**src/rtl/msm_pkg.sv**
```systemverilog
// package for the mode select and memory map block
// assumes a 16-bit cpu address bus and 8-bit data
package msm_pkg;
   localparam logic [15:0] MSM_PRIO_MISC_ADDR = 16'h103C;
   localparam logic [15:0] MSM_REG_BASE = 16'h1000;
   localparam logic [15:0] MSM_REG_MASK = 16'hFFC0;
   localparam logic [15:0] MSM_RAM_BASE = 16'h0000;
   localparam logic [15:0] MSM_RAM_MASK = 16'hFE00;
   localparam logic [15:0] MSM_BOOT_BASE = 16'hBF00;
   localparam logic [15:0] MSM_BOOT_MASK = 16'hFF00;
   localparam logic [15:0] MSM_ROM_BASE = 16'hC000;
   localparam logic [15:0] MSM_ROM_MASK = 16'hC000;
   localparam logic [15:0] MSM_EE512_BASE = 16'hB600;
   localparam logic [15:0] MSM_EE512_MASK = 16'hFE00;
   localparam logic [11:0] MSM_EE2K_LOW = 12'h800;
   localparam logic [15:0] MSM_NORMAL_VEC = 16'hFFFA;
   localparam logic [15:0] MSM_SPECIAL_VEC = 16'hBFFA;
   localparam logic [3:0] MSM_WINDOW_RST = 4'hF;
   localparam int MSM_BOOT_BIT = 7;
   localparam int MSM_SPECIAL_BIT = 6;
   localparam int MSM_LATCH_A_BIT = 5;
   localparam int MSM_RVIS_BIT = 4;
   localparam logic [3:0] MSM_PSEL_RST = 4'h6;
   typedef enum logic [1:0] {
      MSM_SINGLE,
      MSM_EXPANDED,
      MSM_BOOTSTRAP,
      MSM_TEST
   } msm_mode_e;
   typedef enum logic [2:0] {
      MSM_SEL_NONE,
      MSM_SEL_REG,
      MSM_SEL_RAM,
      MSM_SEL_ROM,
      MSM_SEL_BOOT,
      MSM_SEL_EE
   } msm_sel_e;
endpackage

```
**src/rtl/msm_decode.sv**
```systemverilog
// memory map decoder with fixed resource priority
// assumes enables come from the control register block
`timescale 1ns/1ps
`default_nettype none
module msm_decode
   import msm_pkg::*;
(
   input wire logic [15:0] i_addr,
   input wire logic i_boot_en,
   input wire logic i_rom_en,
   input wire logic i_ee_big,
   input wire logic i_ee_en,
   input wire logic [3:0] i_window,
   output msm_sel_e o_sel
);
   wire hit_reg = (i_addr & MSM_REG_MASK) == MSM_REG_BASE;
   wire hit_ram = (i_addr & MSM_RAM_MASK) == MSM_RAM_BASE;
   wire hit_boot = i_boot_en && ((i_addr & MSM_BOOT_MASK) == MSM_BOOT_BASE);
   wire hit_rom = i_rom_en && ((i_addr & MSM_ROM_MASK) == MSM_ROM_BASE);
   wire hit_ee_small = (i_addr & MSM_EE512_MASK) == MSM_EE512_BASE;
   wire hit_ee_big = (i_addr[15:12] == i_window) && (i_addr[11] == MSM_EE2K_LOW[11]);
   wire hit_ee = i_ee_en && (i_ee_big ? hit_ee_big : hit_ee_small);
   // registers, then ram, then rom class memories
   assign o_sel = hit_reg ? MSM_SEL_REG :
                  hit_ram ? MSM_SEL_RAM :
                  hit_boot ? MSM_SEL_BOOT :
                  hit_ee ? MSM_SEL_EE :
                  hit_rom ? MSM_SEL_ROM : MSM_SEL_NONE;
endmodule
`default_nettype wire

```
**src/rtl/msm_strap.sv**
```systemverilog
// mode strap capture at reset release
// assumes mode pins are synchronous to the clock
`timescale 1ns/1ps
`default_nettype none
module msm_strap
   import msm_pkg::*;
(
   input wire logic i_ref_clk,
   input wire logic i_rst,
   input wire logic i_mode_a_pin,
   input wire logic i_mode_b_pin,
   output logic o_taken,
   output logic o_mode_a,
   output logic o_mode_b
);
   logic in_rst;
   logic loaded;
   always_ff @(posedge i_ref_clk or posedge i_rst) begin
      if (i_rst) begin
         in_rst <= 1'b1;
      end else begin
         in_rst <= 1'b0;
      end
   end
   // pins sampled only on the first edge after release
   always_ff @(posedge i_ref_clk or posedge i_rst) begin
      if (i_rst) begin
         o_mode_a <= 1'b0;
         o_mode_b <= 1'b1;
      end else if (in_rst) begin
         o_mode_a <= i_mode_a_pin;
         o_mode_b <= i_mode_b_pin;
      end
   end
   // load strobe one edge after capture, so captured levels are used
   always_ff @(posedge i_ref_clk or posedge i_rst) begin
      if (i_rst) begin
         loaded <= 1'b0;
      end else begin
         loaded <= in_rst;
      end
   end
   assign o_taken = loaded;
endmodule
`default_nettype wire

```
**src/rtl/msm_top.sv**
```systemverilog
// mode select, priority register and memory map control
// assumes cpu supplies fetch marks and internal read indications
// Overview of operation
// - register, then RAM, then ROM priority
// - boot ROM mapped only in special modes, with boot enable
// - expanded: ROM on only with enable
// - single chip, bootstrap: ROM always on
// - small EEPROM fixed at B600
// - large EEPROM default F800, relocatable
// - window n places EEPROM at n800
// - mode pins sampled only in reset
// - mode pins decode to four modes
// - special flag inverts B, latch copies A
// - mode A pin marks instruction fetch
// - vectors FFFA normal, BFFA special
// - priority register reset values per mode
// - boot enable writable in special modes
// - special flag, latch write limits
// - visibility bit written once, mode reset
// - visibility drives internal reads out
// - visibility gates bus clock in single
//
// Implementation choice: the strobed register port.
`timescale 1ns/1ps
`default_nettype none
module msm_top
   import msm_pkg::*;
(
   input wire logic i_ref_clk,
   input wire logic i_rst,
   input wire logic i_mode_a_pin,
   input wire logic i_mode_b_pin,
   input wire logic i_rom_enable_config,
   input wire logic i_ee_big,
   input wire logic i_ee_en,
   input wire logic [3:0] i_nvm_window_select,
   input wire logic [15:0] i_addr,
   input wire logic [7:0] i_wdata,
   input wire logic i_wr,
   input wire logic i_rd,
   input wire logic i_fetch_first,
   input wire logic i_bus_clk,
   output logic [7:0] o_rdata,
   output logic [2:0] o_sel,
   output logic o_mode_a_pin_out,
   output logic o_mode_a_pin_oe,
   output logic o_bus_clk_pin,
   output logic o_read_visible,
   output logic [15:0] o_vector_base,
   output logic [1:0] o_mode,
   output logic o_special_mode_flag
);
   logic taken;
   logic cap_a;
   logic cap_b;
   logic boot_rom_enable;
   logic special_mode_flag;
   logic mode_a_latch;
   logic read_visibility_or_clock_off;
   logic [3:0] psel;
   logic latch_a_done;
   logic rvis_done;
   logic rom_on;
   logic live;
   msm_mode_e mode;
   msm_sel_e sel;

   msm_strap u_strap (
      .i_ref_clk(i_ref_clk),
      .i_rst(i_rst),
      .i_mode_a_pin(i_mode_a_pin),
      .i_mode_b_pin(i_mode_b_pin),
      .o_taken(taken),
      .o_mode_a(cap_a),
      .o_mode_b(cap_b)
   );

   // pin level mode from the captured straps
   wire msm_mode_e strap_mode = cap_b ? (cap_a ? MSM_EXPANDED : MSM_SINGLE)
                                      : (cap_a ? MSM_TEST : MSM_BOOTSTRAP);
   wire wr_hit = i_wr && (i_addr == MSM_PRIO_MISC_ADDR);
   wire rd_hit = i_rd && (i_addr == MSM_PRIO_MISC_ADDR);
   wire single_like = (mode == MSM_SINGLE) || (mode == MSM_BOOTSTRAP);
   wire w_boot = i_wdata[MSM_BOOT_BIT];
   wire w_special = i_wdata[MSM_SPECIAL_BIT];
   wire w_latch_a = i_wdata[MSM_LATCH_A_BIT];
   wire reg_range = (i_addr & MSM_REG_MASK) == MSM_REG_BASE;
   wire ram_range = (i_addr & MSM_RAM_MASK) == MSM_RAM_BASE;
   wire w_rvis = i_wdata[MSM_RVIS_BIT];
   wire [7:0] reg_view = {boot_rom_enable, special_mode_flag, mode_a_latch,
                          read_visibility_or_clock_off, psel};

   // mode and control bits; loaded on the second edge after release, then software
   always_ff @(posedge i_ref_clk or posedge i_rst) begin
      if (i_rst) begin
         mode <= MSM_SINGLE;
         boot_rom_enable <= 1'b0;
         special_mode_flag <= 1'b0;
         mode_a_latch <= 1'b0;
         read_visibility_or_clock_off <= 1'b0;
         psel <= MSM_PSEL_RST;
         latch_a_done <= 1'b0;
         rvis_done <= 1'b0;
         rom_on <= 1'b0;
      end else if (taken) begin
         mode <= strap_mode;
         boot_rom_enable <= (strap_mode == MSM_BOOTSTRAP);
         special_mode_flag <= ~cap_b;
         mode_a_latch <= cap_a;
         read_visibility_or_clock_off <= (strap_mode == MSM_TEST);
         psel <= MSM_PSEL_RST;
         rom_on <= (strap_mode == MSM_EXPANDED || strap_mode == MSM_TEST) ?
                   i_rom_enable_config : 1'b1;
      end else if (wr_hit) begin
         psel <= i_wdata[3:0];
         if (special_mode_flag) begin
            boot_rom_enable <= w_boot;
            mode_a_latch <= w_latch_a;
         end else if (!latch_a_done) begin
            mode_a_latch <= w_latch_a;
         end
         special_mode_flag <= special_mode_flag & w_special;
         latch_a_done <= 1'b1;
         if (!rvis_done) begin
            read_visibility_or_clock_off <= w_rvis;
         end
         rvis_done <= 1'b1;
      end
   end

   always_ff @(posedge i_ref_clk or posedge i_rst) begin
      if (i_rst) begin
         live <= 1'b0;
      end else begin
         live <= 1'b1;
      end
   end

   always_ff @(posedge i_ref_clk or posedge i_rst) begin
      if (i_rst) begin
         o_rdata <= 8'h00;
      end else if (rd_hit) begin
         o_rdata <= reg_view;
      end else begin
         o_rdata <= 8'h00;
      end
   end

   msm_decode u_decode (
      .i_addr(i_addr),
      .i_boot_en(boot_rom_enable && special_mode_flag),
      .i_rom_en(rom_on),
      .i_ee_big(i_ee_big),
      .i_ee_en(i_ee_en),
      .i_window(i_nvm_window_select),
      .o_sel(sel)
   );
   assign o_sel = sel;

   // fetch marker is open drain, active low, only once running
   assign o_mode_a_pin_out = 1'b0;
   assign o_mode_a_pin_oe = live && !taken && i_fetch_first;
   assign o_read_visible = !single_like && read_visibility_or_clock_off &&
                           (sel != MSM_SEL_NONE) && i_rd;
   assign o_bus_clk_pin = (single_like && read_visibility_or_clock_off) ? 1'b0 : i_bus_clk;
   assign o_vector_base = special_mode_flag ? MSM_SPECIAL_VEC : MSM_NORMAL_VEC;
   assign o_mode = mode;
   assign o_special_mode_flag = special_mode_flag;
endmodule
`default_nettype wire

```
**config.mk**
```make
export PLATFORM = sky130hd
export DESIGN_NAME = msm_top
export DESIGN_NICKNAME = d
export VERILOG_FILES = /design/src/rtl/msm_pkg.sv /design/src/rtl/msm_decode.sv /design/src/rtl/msm_strap.sv /design/src/rtl/msm_top.sv
export SDC_FILE = /design/constraint.sdc
export NUM_CORES = 1
export LEC_CHECK = 0
export ABC_CLOCK_PERIOD_IN_PS = 6900
export BUFFER_PORTS_ARGS = -buffer_cell sky130_fd_sc_hd__buf_2
export CAP_MARGIN = 0
export CORE_AREA = 2 2 62 64
export DETAILED_ROUTE_END_ITERATION = 8
export DIE_AREA = 0 0 64 66
export GPL_TIMING_DRIVEN = 0
export PLACE_DENSITY = 0.73
export SLEW_MARGIN = 10
export SYNTH_ARGS = -nofsm -noshare
export SYNTH_HDL_FRONTEND = slang
export SYNTH_SLANG_ARGS = --single-unit
```
**constraint.sdc**
```tcl
create_clock -name i_ref_clk -period 6.9 [get_ports i_ref_clk]
set_clock_uncertainty 0.1 [all_clocks]
set_input_delay 1.38 -clock i_ref_clk [delete_from_list [all_inputs] [get_ports i_ref_clk]]
set_output_delay 1.38 -clock i_ref_clk [all_outputs]
set_load 0.1 [all_outputs]
```
==> results.json, run 1 <==
{
  "clk_latency_ns": 0.31,
  "wl_um": 2978,
  "synthCells": 142,
  "status": "finished, final reports clean",
  "grt_pass1_wl_um": 4650,
  "h-tree-depth": 1,
  "hold_slack_ns": 0.3300,
  "postPlaceCellArea_mm2": 0.001772,
  "synth_top_cell_area_share_pct": 37.91,
  "synth_seq_cells": 25,
  "switching_share_pct": 41.38,
  "p_leak_uw": 0.0009545,
  "synthAdderAreaFrac_pct": 0,
  "r2r_cells": 4,
  "yosysUniqueCellTypes": 42,
  "yosys.area_share.simple_pct": 24.01,
  "ant_nets": 0,
  "seq_area_frac_synth_pct": 45.49,
  "whs_path_depth": 0,
  "syn_area_mm2": 0.001386,
  "cts.sinks": 25,
  "r2r_setup_slack_ns": 5.58,
  "cts_resized": 0,
  "clk_pin_slew_ns": 0.13,
  "timing.final.hold_violations": 0,
  "worstHoldStart": "u_strap.in_rst$_DFF_PP1_",
  "worst_pin_slew_ns": 0.8972,
  "critical_path_class": "in -> out",
  "startpoint_type": "input port",
  "dp_hpwl_um": 2369,
  "synth.area.top_cells": "dfrtp_1 (38%), buf_4 (9.2%), dfstp_2 (7.6%)",
  "period_needed_ns": 4.753,
  "rsz0062_at_grt": "no",
  "synth_edf_count": 0,
  "rows": 22,
  "wire_per_inst_um": 11.32,
  "min_to": "u_strap.o_taken$_DFF_PP0_",
  "drc_errors": 0,
  "cts_tree": "built",
  "r2r_end": "boot_rom_enable$_DFFE_PP0P_",
  "synth_commonest_cells": "dfrtp_1 (21), buf_4 (17), nand3_1 (11)",
  "slew_headroom_pct": 40.12,
  "drv_slew": 0,
  "min_period_over_period_pct": 68.88,
  "clockBufferDepth": 2,
  "n_fill_cell": 349,
  "required_ns": 5.42,
  "drv_cap": 0,
  "avgSynthCellArea_um2": 9.763,
  "power.net_switching_uw": 143.8,
  "ir_worst_vdd_uv": 139.5,
  "fmax_mhz": 210.4,
  "grtUsageTotal_pct": 13.74,
  "synth_flop_cell": "dfrtp_1",
  "critical_path.most_common_cell": "buf_2",
  "dieArea_mm2": 0.004224,
  "pwr-share-comb_pct": 34.9,
  "stdcell_area_mm2": 0.001798,
  "p_int_uw": 203.7,
  "gp_congestion": 0.8247,
  "dr.pass1.iters": 4,
  "fin_nets": 255,
  "postCtsSetupBuffers": 0,
  "power_frac_seq_pct": 46.6,
  "slowest_stage": "or4_2",
  "yosys.area.top_type": "dfrtp_1",
  "hp-class": "reg -> reg",
  "hold_buffers": 0,
  "cts-root-buf": "clkbuf_4",
  "grt_max_degree": 26,
  "cp-end-kind": "output port",
  "areaGrowthSynthToFinish_pct": 29.69,
  "drt_iter0_markers": 44,
  "clkPwrFrac_pct": 18.5,
  "grt_pass1_vias": 1044,
  "synth_xor_area_share_pct": 2.527,
  "yosysMostFrequentCell": "dfrtp_1",
  "synth_top_family_by_area": "simple AND/OR/NAND/NOR gates",
  "via_count": 1227,
  "cpLargestDelayFamily": "simple AND/OR/NAND/NOR gates",
  "chipWidth_um": 64,
  "worst-path-max-fanout": 4,
  "synth-compound-area-share_pct": 12.91,
  "num_antenna_cells": 0,
  "cp_num_buf_inv": 2,
  "ys_warn_count": 0,
  "grt-ovfl-total": 0,
  "fin_tns_setup_ns": 0,
  "path_cells": "buf_2, or4b_4, or4_2, a31oi_1, buf_2",
  "numCtsBuffers": 3,
  "die_height_um": 66,
  "io_buffers": 53,
  "power.density_mw_per_mm2": 193.3,
  "r2r-start": "u_strap.o_taken$_DFF_PP0_",
  "antenna_found_initial": 0,
  "async_flop_share_pct": 100.0,
  "io_pins": 73,
  "core_mm2": 0.003551,
  "synth.area.mux_share_pct": 0.8123,
  "setup_violations": 0,
  "start_util_pct": 39.04,
  "max_stage_delay_ns": 0.62,
  "crit_arrival_ns": 3.27,
  "drive_gt1_share_pct": 40.93,
  "viasPerCell": 4.665
}
logic make-up after synthesis:
| group | after synthesis |
|---|---|
| AO/OA/AOI/OAI | 26 |
| XOR/XNOR | 4 |
| other | 2 |
| AND/OR/NAND/NOR | 53 |
| multiplexers | 1 |
| flip-flops | 25 |
| buffers and inverters | 31 |
layout make-up:
| type | count | area (um^2) | share of cell area (%) |
|---|---|---|---|
| flip-flops and latches | 25 | 630.6 | 35.07 |
| multi-input cells | 102 | 625.6 | 34.79 |
| inverters | 9 | 33.78 | 1.879 |
| clock buffers | 4 | 26.28 | 1.461 |
| well taps | 48 | 60.06 | 3.340 |
| repair buffers | 53 | 265.3 | 14.75 |
| plain buffers | 22 | 156.4 | 8.699 |
metrics by stage:
stage | power [uW] | utilization (%) | std cells | setup WS (ns)
5_1_grt | 364.0 | 50.63 | 263 | 2.132
3_5_place_dp | 285.9 | 49.89 | 259 | 2.167
6_report | 347.6 | 50.63 | 263 | 2.147
4_1_cts | 352.3 | 50.63 | 263 | 2.163
3_3_place_gp | 284.7 | 49.89 | 259 | 2.172
2_1_floorplan | 262.6 | - | 158 | 1.355
sequential cells by signal (all words and copies together) (netlist names):
register	count
u_strap.o_mode_b	1
mode_a_latch	1
rvis_done	1
o_special_mode_flag	1
u_strap.in_rst	1
boot_rom_enable	1
u_strap.o_mode_a	1
live	1
o_rdata	8
o_mode	2
rom_on	1
psel	4
read_visibility_or_clock_off	1
u_strap.o_taken	1
worst max-delay path by stage:
stage / end / slack, ns / from / depth (start not counted)
final: o_sel[0] / 2.15 / i_addr[7] / 5
after global routing: o_sel[0] / 2.13 / i_addr[7] / 5
after CTS: o_sel[0] / 2.16 / i_addr[7] / 5
after detailed placement: o_sel[0] / 2.17 / i_addr[7] / 5
after global placement: o_sel[0] / 2.17 / i_addr[7] / 5
after floorplan: o_sel[0] / 1.36 / i_addr[7] / 3
cells in the final DEF, fill, tap and decap left out, types with 4 or more instances in the layout:
master / synthesis / layout
and3_1: 9 / 9
buf_2: 2 / 55
buf_4: 17 / 17
conb_1: 2 / 18
dfrtp_1: 21 / 21
dfstp_2: 4 / 4
inv_1: 9 / 9
nand2_1: 5 / 5
nand3_1: 11 / 11
nand4_1: 5 / 5
nor2_1: 4 / 4
o21ai_0: 8 / 8
xor2_1: 4 / 4
metal layers:
layer	wire length, um	part of all wire, %	track usage, %	vias to the layer above
met5	0	0	0	-
met4	21	0.71	3.261	0
met3	211	7.1	3.237	2
met2	1460	49	23.70	40
met1	1284	43	17.39	560
li1	-	-	-	625
power groups by stage:
stage / Clock [uW] / Sequential (uW) / Combinational, uW
floorplan: 0 / 177 / 85.4
global placement: 0 / 164 / 120
detailed placement: 0 / 165 / 121
CTS: 68.7 / 162 / 122
global route: 73.7 / 163 / 127
finish: 64.3 / 162 / 121
(Power assumes the default switching activity.)
==> inputs of run 2 (changes only) <==
--- a/config.mk
+++ b/config.mk
@@ -5,14 +5,14 @@
 export SDC_FILE = /design/constraint.sdc
 export NUM_CORES = 1
 export LEC_CHECK = 0
-export ABC_CLOCK_PERIOD_IN_PS = 6900
+export ABC_CLOCK_PERIOD_IN_PS = 4050
 export BUFFER_PORTS_ARGS = -buffer_cell sky130_fd_sc_hd__buf_2
 export CAP_MARGIN = 0
 export CORE_AREA = 2 2 62 64
 export DETAILED_ROUTE_END_ITERATION = 8
 export DIE_AREA = 0 0 64 66
 export GPL_TIMING_DRIVEN = 0
-export PLACE_DENSITY = 0.73
+export PLACE_DENSITY = 0.76
 export SLEW_MARGIN = 10
 export SYNTH_ARGS = -nofsm -noshare
 export SYNTH_HDL_FRONTEND = slang
==> constraint.sdc (replaced) <==
create_clock -name i_ref_clk -period 4.05 [get_ports i_ref_clk]
set_clock_uncertainty 0.1 [all_clocks]
set_input_delay 0.81 -clock i_ref_clk [delete_from_list [all_inputs] [get_ports i_ref_clk]]
set_output_delay 0.81 -clock i_ref_clk [all_outputs]
set_load 0.1 [all_outputs]
==> run 2 against run 1 <==
Against the previous run: routed wire length down 0.57%; sequential power grew 70%; via count grew 2.9%; critical path depth stayed put; critical path type unchanged.
==> results.json, run 2 (synthesis results as in run 1) <==
{
  "crit_end": "o_sel[0]",
  "fin_tns_setup_ns": 0,
  "ir_worst_vdd_uv": 150.1,
  "worst_pin_slew_ns": 0.8736,
  "startpoint": "i_addr[7]",
  "dieArea_mm2": 0.004224,
  "core_mm2": 0.003551,
  "rsz0062_at_grt": "no",
  "cts_tree": "built",
  "drive_gt1_share_pct": 42.79,
  "via_count": 1263,
  "mostFrequentLayoutCell": "buf_2",
  "hp-class": "reg -> reg",
  "fin_nets": 255,
  "crit_cells": 5,
  "period_needed_ns": 3.623,
  "drv_cap": 0,
  "slowest_stage": "or4_2",
  "timing.final.hold_violations": 0,
  "p_leak_uw": 0.0009604,
  "fmax_mhz": 276.0,
  "viasPerCell": 4.802,
  "io_pins": 73,
  "max_stage_delay_ns": 0.64,
  "drt_iter0_markers": 42,
  "cp-end-kind": "output port",
  "cts-root-buf": "clkbuf_4",
  "path_cells": "buf_2, or4b_4, or4_2, a31oi_2, buf_2",
  "grt_pass1_vias": 1073,
  "critical_path_class": "in -> out",
  "drv_slew": 0,
  "critical_path.most_common_cell": "buf_2",
  "clk_latency_ns": 0.33,
  "io_buffers": 53,
  "cp_num_buf_inv": 2,
  "utilization_pct": 51.20,
  "antenna_found_initial": 0,
  "slew_headroom_pct": 41.70,
  "ant_nets": 0,
  "status": "finished, final reports clean",
  "r2r_setup_slack_ns": 2.78,
  "numCtsBuffers": 3,
  "gp_congestion": 0.8040,
  "worst-path-max-fanout": 4,
  "areaGrowthSynthToFinish_pct": 31.14,
  "grt_pass1_wl_um": 4602,
  "setup_violations": 0,
  "wl_um": 2961,
  "crit_arrival_ns": 2.71,
  "drc_errors": 0,
  "layout_common_cells": "buf_2 (55), dfrtp_1 (21), conb_1 (18), buf_4 (17), nand3_1 (11)",
  "clockBufferDepth": 2,
  "r2r-start": "u_strap.o_taken$_DFF_PP0_",
  "startpoint_type": "input port",
  "dr.pass1.iters": 4,
  "start_util_pct": 39.04,
  "num_antenna_cells": 0,
  "cts.sinks": 25,
  "r2r_end": "boot_rom_enable$_DFFE_PP0P_",
  "hold_buffers": 0,
  "chipWidth_um": 64,
  "power.density_mw_per_mm2": 331.7,
  "die_height_um": 66,
  "required_ns": 3.14,
  "wire_per_inst_um": 11.26,
  "rows": 22,
  "grtUsageTotal_pct": 13.82,
  "largest-register": "o_rdata",
  "r2r_cells": 4,
  "grt-ovfl-total": 0,
  "postCtsSetupBuffers": 0,
  "grt_max_degree": 26,
  "dp_hpwl_um": 2390,
  "cts_resized": 0,
  "largest_reg_flops": 8,
  "h-tree-depth": 1,
  "min_period_over_period_pct": 89.47,
  "clk_pin_slew_ns": 0.15,
  "cpLargestDelayFamily": "simple AND/OR/NAND/NOR gates"
}
run 2: cell types whose count changed in the layout (fill, tap and decap cells not counted), sizes merged:
cell    previous run  this run
clkbuf             6         5
inv                9        10
run 2: per-stage QoR:
stage	cell area [um^2]	power, uW	setup slack (ns)	hold WS [ns]	cells
4_1_cts	1818	606.6	0.4341	0.3313	263
5_1_grt	1818	630.6	0.3721	0.3404	263
6_report	1818	603.0	0.4265	0.3293	263
3_3_place_gp	1787	486.5	0.4400	0.3108	259
3_5_place_dp	1787	488.2	0.4394	0.3122	259
2_1_floorplan	1461	448.6	0.2348	0.3042	158
run 2: area by class of cell:
type | instances | area, um^2
sequential | 25 | 630.6
tap | 48 | 60.06
clock inverter | 1 | 8.758
inverter | 9 | 33.78
fill | 351 | 1733
timing repair buffer | 53 | 265.3
clock buffer | 3 | 22.52
multi-input combinational | 102 | 640.6
buffer | 22 | 156.4
run 2: power by group:
group / total (uW) / internal [uW] / switching [uW]
registers: 276 / 263 / 13.2
logic: 207 / 46.1 / 161
clock network: 119 / 40.2 / 79.2
run 2: how the worst min path moves through the flow:
stage | start | end | slack [ns] | cells after the start
after CTS | u_strap.in_rst$_DFF_PP1_ | u_strap.o_taken$_DFF_PP0_ | 0.33 | 0
after floorplan | u_strap.in_rst$_DFF_PP1_ | u_strap.o_taken$_DFF_PP0_ | 0.30 | 0
after global routing | u_strap.in_rst$_DFF_PP1_ | u_strap.o_taken$_DFF_PP0_ | 0.34 | 0
after detailed placement | u_strap.in_rst$_DFF_PP1_ | u_strap.o_taken$_DFF_PP0_ | 0.31 | 0
final | u_strap.in_rst$_DFF_PP1_ | u_strap.o_taken$_DFF_PP0_ | 0.33 | 0
after global placement | u_strap.in_rst$_DFF_PP1_ | u_strap.o_taken$_DFF_PP0_ | 0.31 | 0
run 2: routing by layer:
metal  track usage, %  wire length (um)  vias to the layer above
li1                 -                 -                      618
met1            16.97              1279                      598
met2            23.83              1442                       43
met3            3.066               219                        4
met4            4.891                19                        0
met5                0                 0                        -
==> inputs of run 3 (changes only) <==
--- a/config.mk
+++ b/config.mk
@@ -5,14 +5,14 @@
 export SDC_FILE = /design/constraint.sdc
 export NUM_CORES = 1
 export LEC_CHECK = 0
-export ABC_CLOCK_PERIOD_IN_PS = 4050
+export ABC_CLOCK_PERIOD_IN_PS = 4000
 export BUFFER_PORTS_ARGS = -buffer_cell sky130_fd_sc_hd__buf_2
 export CAP_MARGIN = 0
 export CORE_AREA = 2 2 62 64
 export DETAILED_ROUTE_END_ITERATION = 8
 export DIE_AREA = 0 0 64 66
 export GPL_TIMING_DRIVEN = 0
-export PLACE_DENSITY = 0.76
+export PLACE_DENSITY = 0.73
 export SLEW_MARGIN = 10
 export SYNTH_ARGS = -nofsm -noshare
 export SYNTH_HDL_FRONTEND = slang
==> constraint.sdc (replaced) <==
create_clock -name i_ref_clk -period 4 [get_ports i_ref_clk]
set_clock_uncertainty 0.1 [all_clocks]
set_input_delay 0.8 -clock i_ref_clk [delete_from_list [all_inputs] [get_ports i_ref_clk]]
set_output_delay 0.8 -clock i_ref_clk [all_outputs]
set_load 0.1 [all_outputs]
==> run 3 against run 2 <==
Against the previous run: via count decreased by 0.24%; setup slack got worse by 0.046 ns; largest power group unchanged; global-route usage increased by 0.80 points.
==> results.json, run 3 (synthesis results as in run 1) <==
{
  "timing.final.hold_violations": 0,
  "critical_path_class": "in -> out",
  "grt-ovfl-total": 0,
  "wl_um": 3085,
  "fmax_mhz": 276.3,
  "period_needed_ns": 3.619,
  "drive_gt1_share_pct": 42.79,
  "startpoint_type": "input port",
  "layout_common_cells": "buf_2 (55), dfrtp_1 (21), conb_1 (18), buf_4 (17), nand3_1 (11)",
  "hold_buffers": 0,
  "cp-end-kind": "output port",
  "setup_violations": 0,
  "wire_per_inst_um": 11.73,
  "dp_hpwl_um": 2419,
  "ir_worst_vdd_uv": 200.8,
  "drc_errors": 0,
  "rsz0062_at_grt": "no",
  "rows": 22,
  "grtUsageTotal_pct": 14.63,
  "dr.pass1.iters": 4,
  "fin_nets": 255,
  "largest_reg_flops": 8,
  "cts-root-buf": "clkbuf_4",
  "clk_latency_ns": 0.32,
  "fin_tns_setup_ns": 0,
  "largest-register": "o_rdata",
  "chipWidth_um": 64,
  "via_count": 1260,
  "n_fill_cell": 342,
  "grt_pass1_wl_um": 4816,
  "status": "finished, final reports clean",
  "hp-class": "reg -> reg",
  "cts.sinks": 25,
  "io_buffers": 53,
  "worst_pin_slew_ns": 0.8906,
  "min_period_over_period_pct": 90.48,
  "whs_path_depth": 0,
  "viasPerCell": 4.791,
  "mostFrequentLayoutCell": "buf_2",
  "h-tree-depth": 1,
  "num_antenna_cells": 0,
  "core_mm2": 0.003551,
  "worst-path-max-fanout": 4,
  "required_ns": 3.10,
  "ant_nets": 0,
  "grt_pass1_vias": 1096,
  "r2r_setup_slack_ns": 2.76,
  "drv_cap": 0,
  "drt_iter0_markers": 50,
  "cts_tree": "built",
  "drv_slew": 0,
  "cts_resized": 0,
  "clockBufferDepth": 2,
  "crit_arrival_ns": 2.72,
  "clk_pin_slew_ns": 0.14,
  "die_height_um": 66,
  "areaGrowthSynthToFinish_pct": 31.05,
  "gp_congestion": 0.8579,
  "numCtsBuffers": 3,
  "p_leak_uw": 0.0009560,
  "r2r_cells": 2,
  "power.density_mw_per_mm2": 333.3,
  "dieArea_mm2": 0.004224,
  "io_pins": 73,
  "start_util_pct": 39.04,
  "postCtsSetupBuffers": 0,
  "slew_headroom_pct": 40.56,
  "antenna_found_initial": 0,
  "grt_max_degree": 26,
  "utilization_pct": 51.16
}
[run 3: cell types whose count changed in the layout (fill, tap and decap cells not counted), sizes merged]
cell / delta
clkinvlp: +1
inv: -1
[run 3: final timing paths]
check / startpoint / endpoint
setup reg to reg: u_strap.o_taken$_DFF_PP0_ / mode_a_latch$_DFFE_PP0P_
max in group asynchronous: i_rst / u_strap.o_mode_a$_DFFE_PP0P_
setup / recovery: i_addr[7] / o_sel[0]
min in group asynchronous: i_rst / o_rdata[2]$_DFF_PP0_
hold reg to reg: u_strap.in_rst$_DFF_PP1_ / u_strap.o_taken$_DFF_PP0_
hold / removal: u_strap.in_rst$_DFF_PP1_ / u_strap.o_taken$_DFF_PP0_
[run 3: critical path, stage by stage]
cell and delay (ns):
buf_2 0.09, or4b_4 0.57, or4_2 0.64, a31oi_2 0.15, buf_2 0.46
[run 3: stage by stage]
stage | total power, uW | instance area [um^2] | setup WS (ns) | hold WS, ns | instances
2_1_floorplan | 454.2 | 1461 | 0.2048 | 0.3042 | 158
3_3_place_gp | 492.8 | 1787 | 0.4123 | 0.3110 | 259
3_5_place_dp | 494.5 | 1787 | 0.3951 | 0.3181 | 259
4_1_cts | 609.9 | 1817 | 0.3919 | 0.3369 | 263
5_1_grt | 633.2 | 1817 | 0.3497 | 0.3423 | 263
6_report | 605.5 | 1817 | 0.3807 | 0.3337 | 263
[run 3: cell type report]
cell class                      instances  area, um^2  share of cell area, %
Timing Repair Buffer                   53       265.3                  14.60
Clock buffer                            3       22.52                  1.240
Tap cell                               48       60.06                  3.306
Inverter                                9       33.78                  1.860
Sequential cell                        25       630.6                  34.71
Multi-Input combinational cell        102       640.6                  35.26
Buffer                                 22       156.4                  8.609
Clock inverter                          1       7.507                 0.4132
[run 3: metal layers]
metal	vias to the layer above	part of all wire [%]	routed length, um	GRT usage [%]
met5	-	0	0	0
met4	0	2.5	76	7.880
met3	7	7.0	216	2.385
met2	58	47	1438	22.27
met1	577	44	1354	19.87
li1	618	-	-	-
[run 3: power breakdown]
| part | switching [uW] | total (uW) | internal (uW) |
|---|---|---|---|
| Combinational | 164 | 211 | 46.7 |
| Clock | 76.7 | 115 | 38.2 |
| Sequential | 13.5 | 280 | 266 |
| Total | 254 | 605 | 351 |
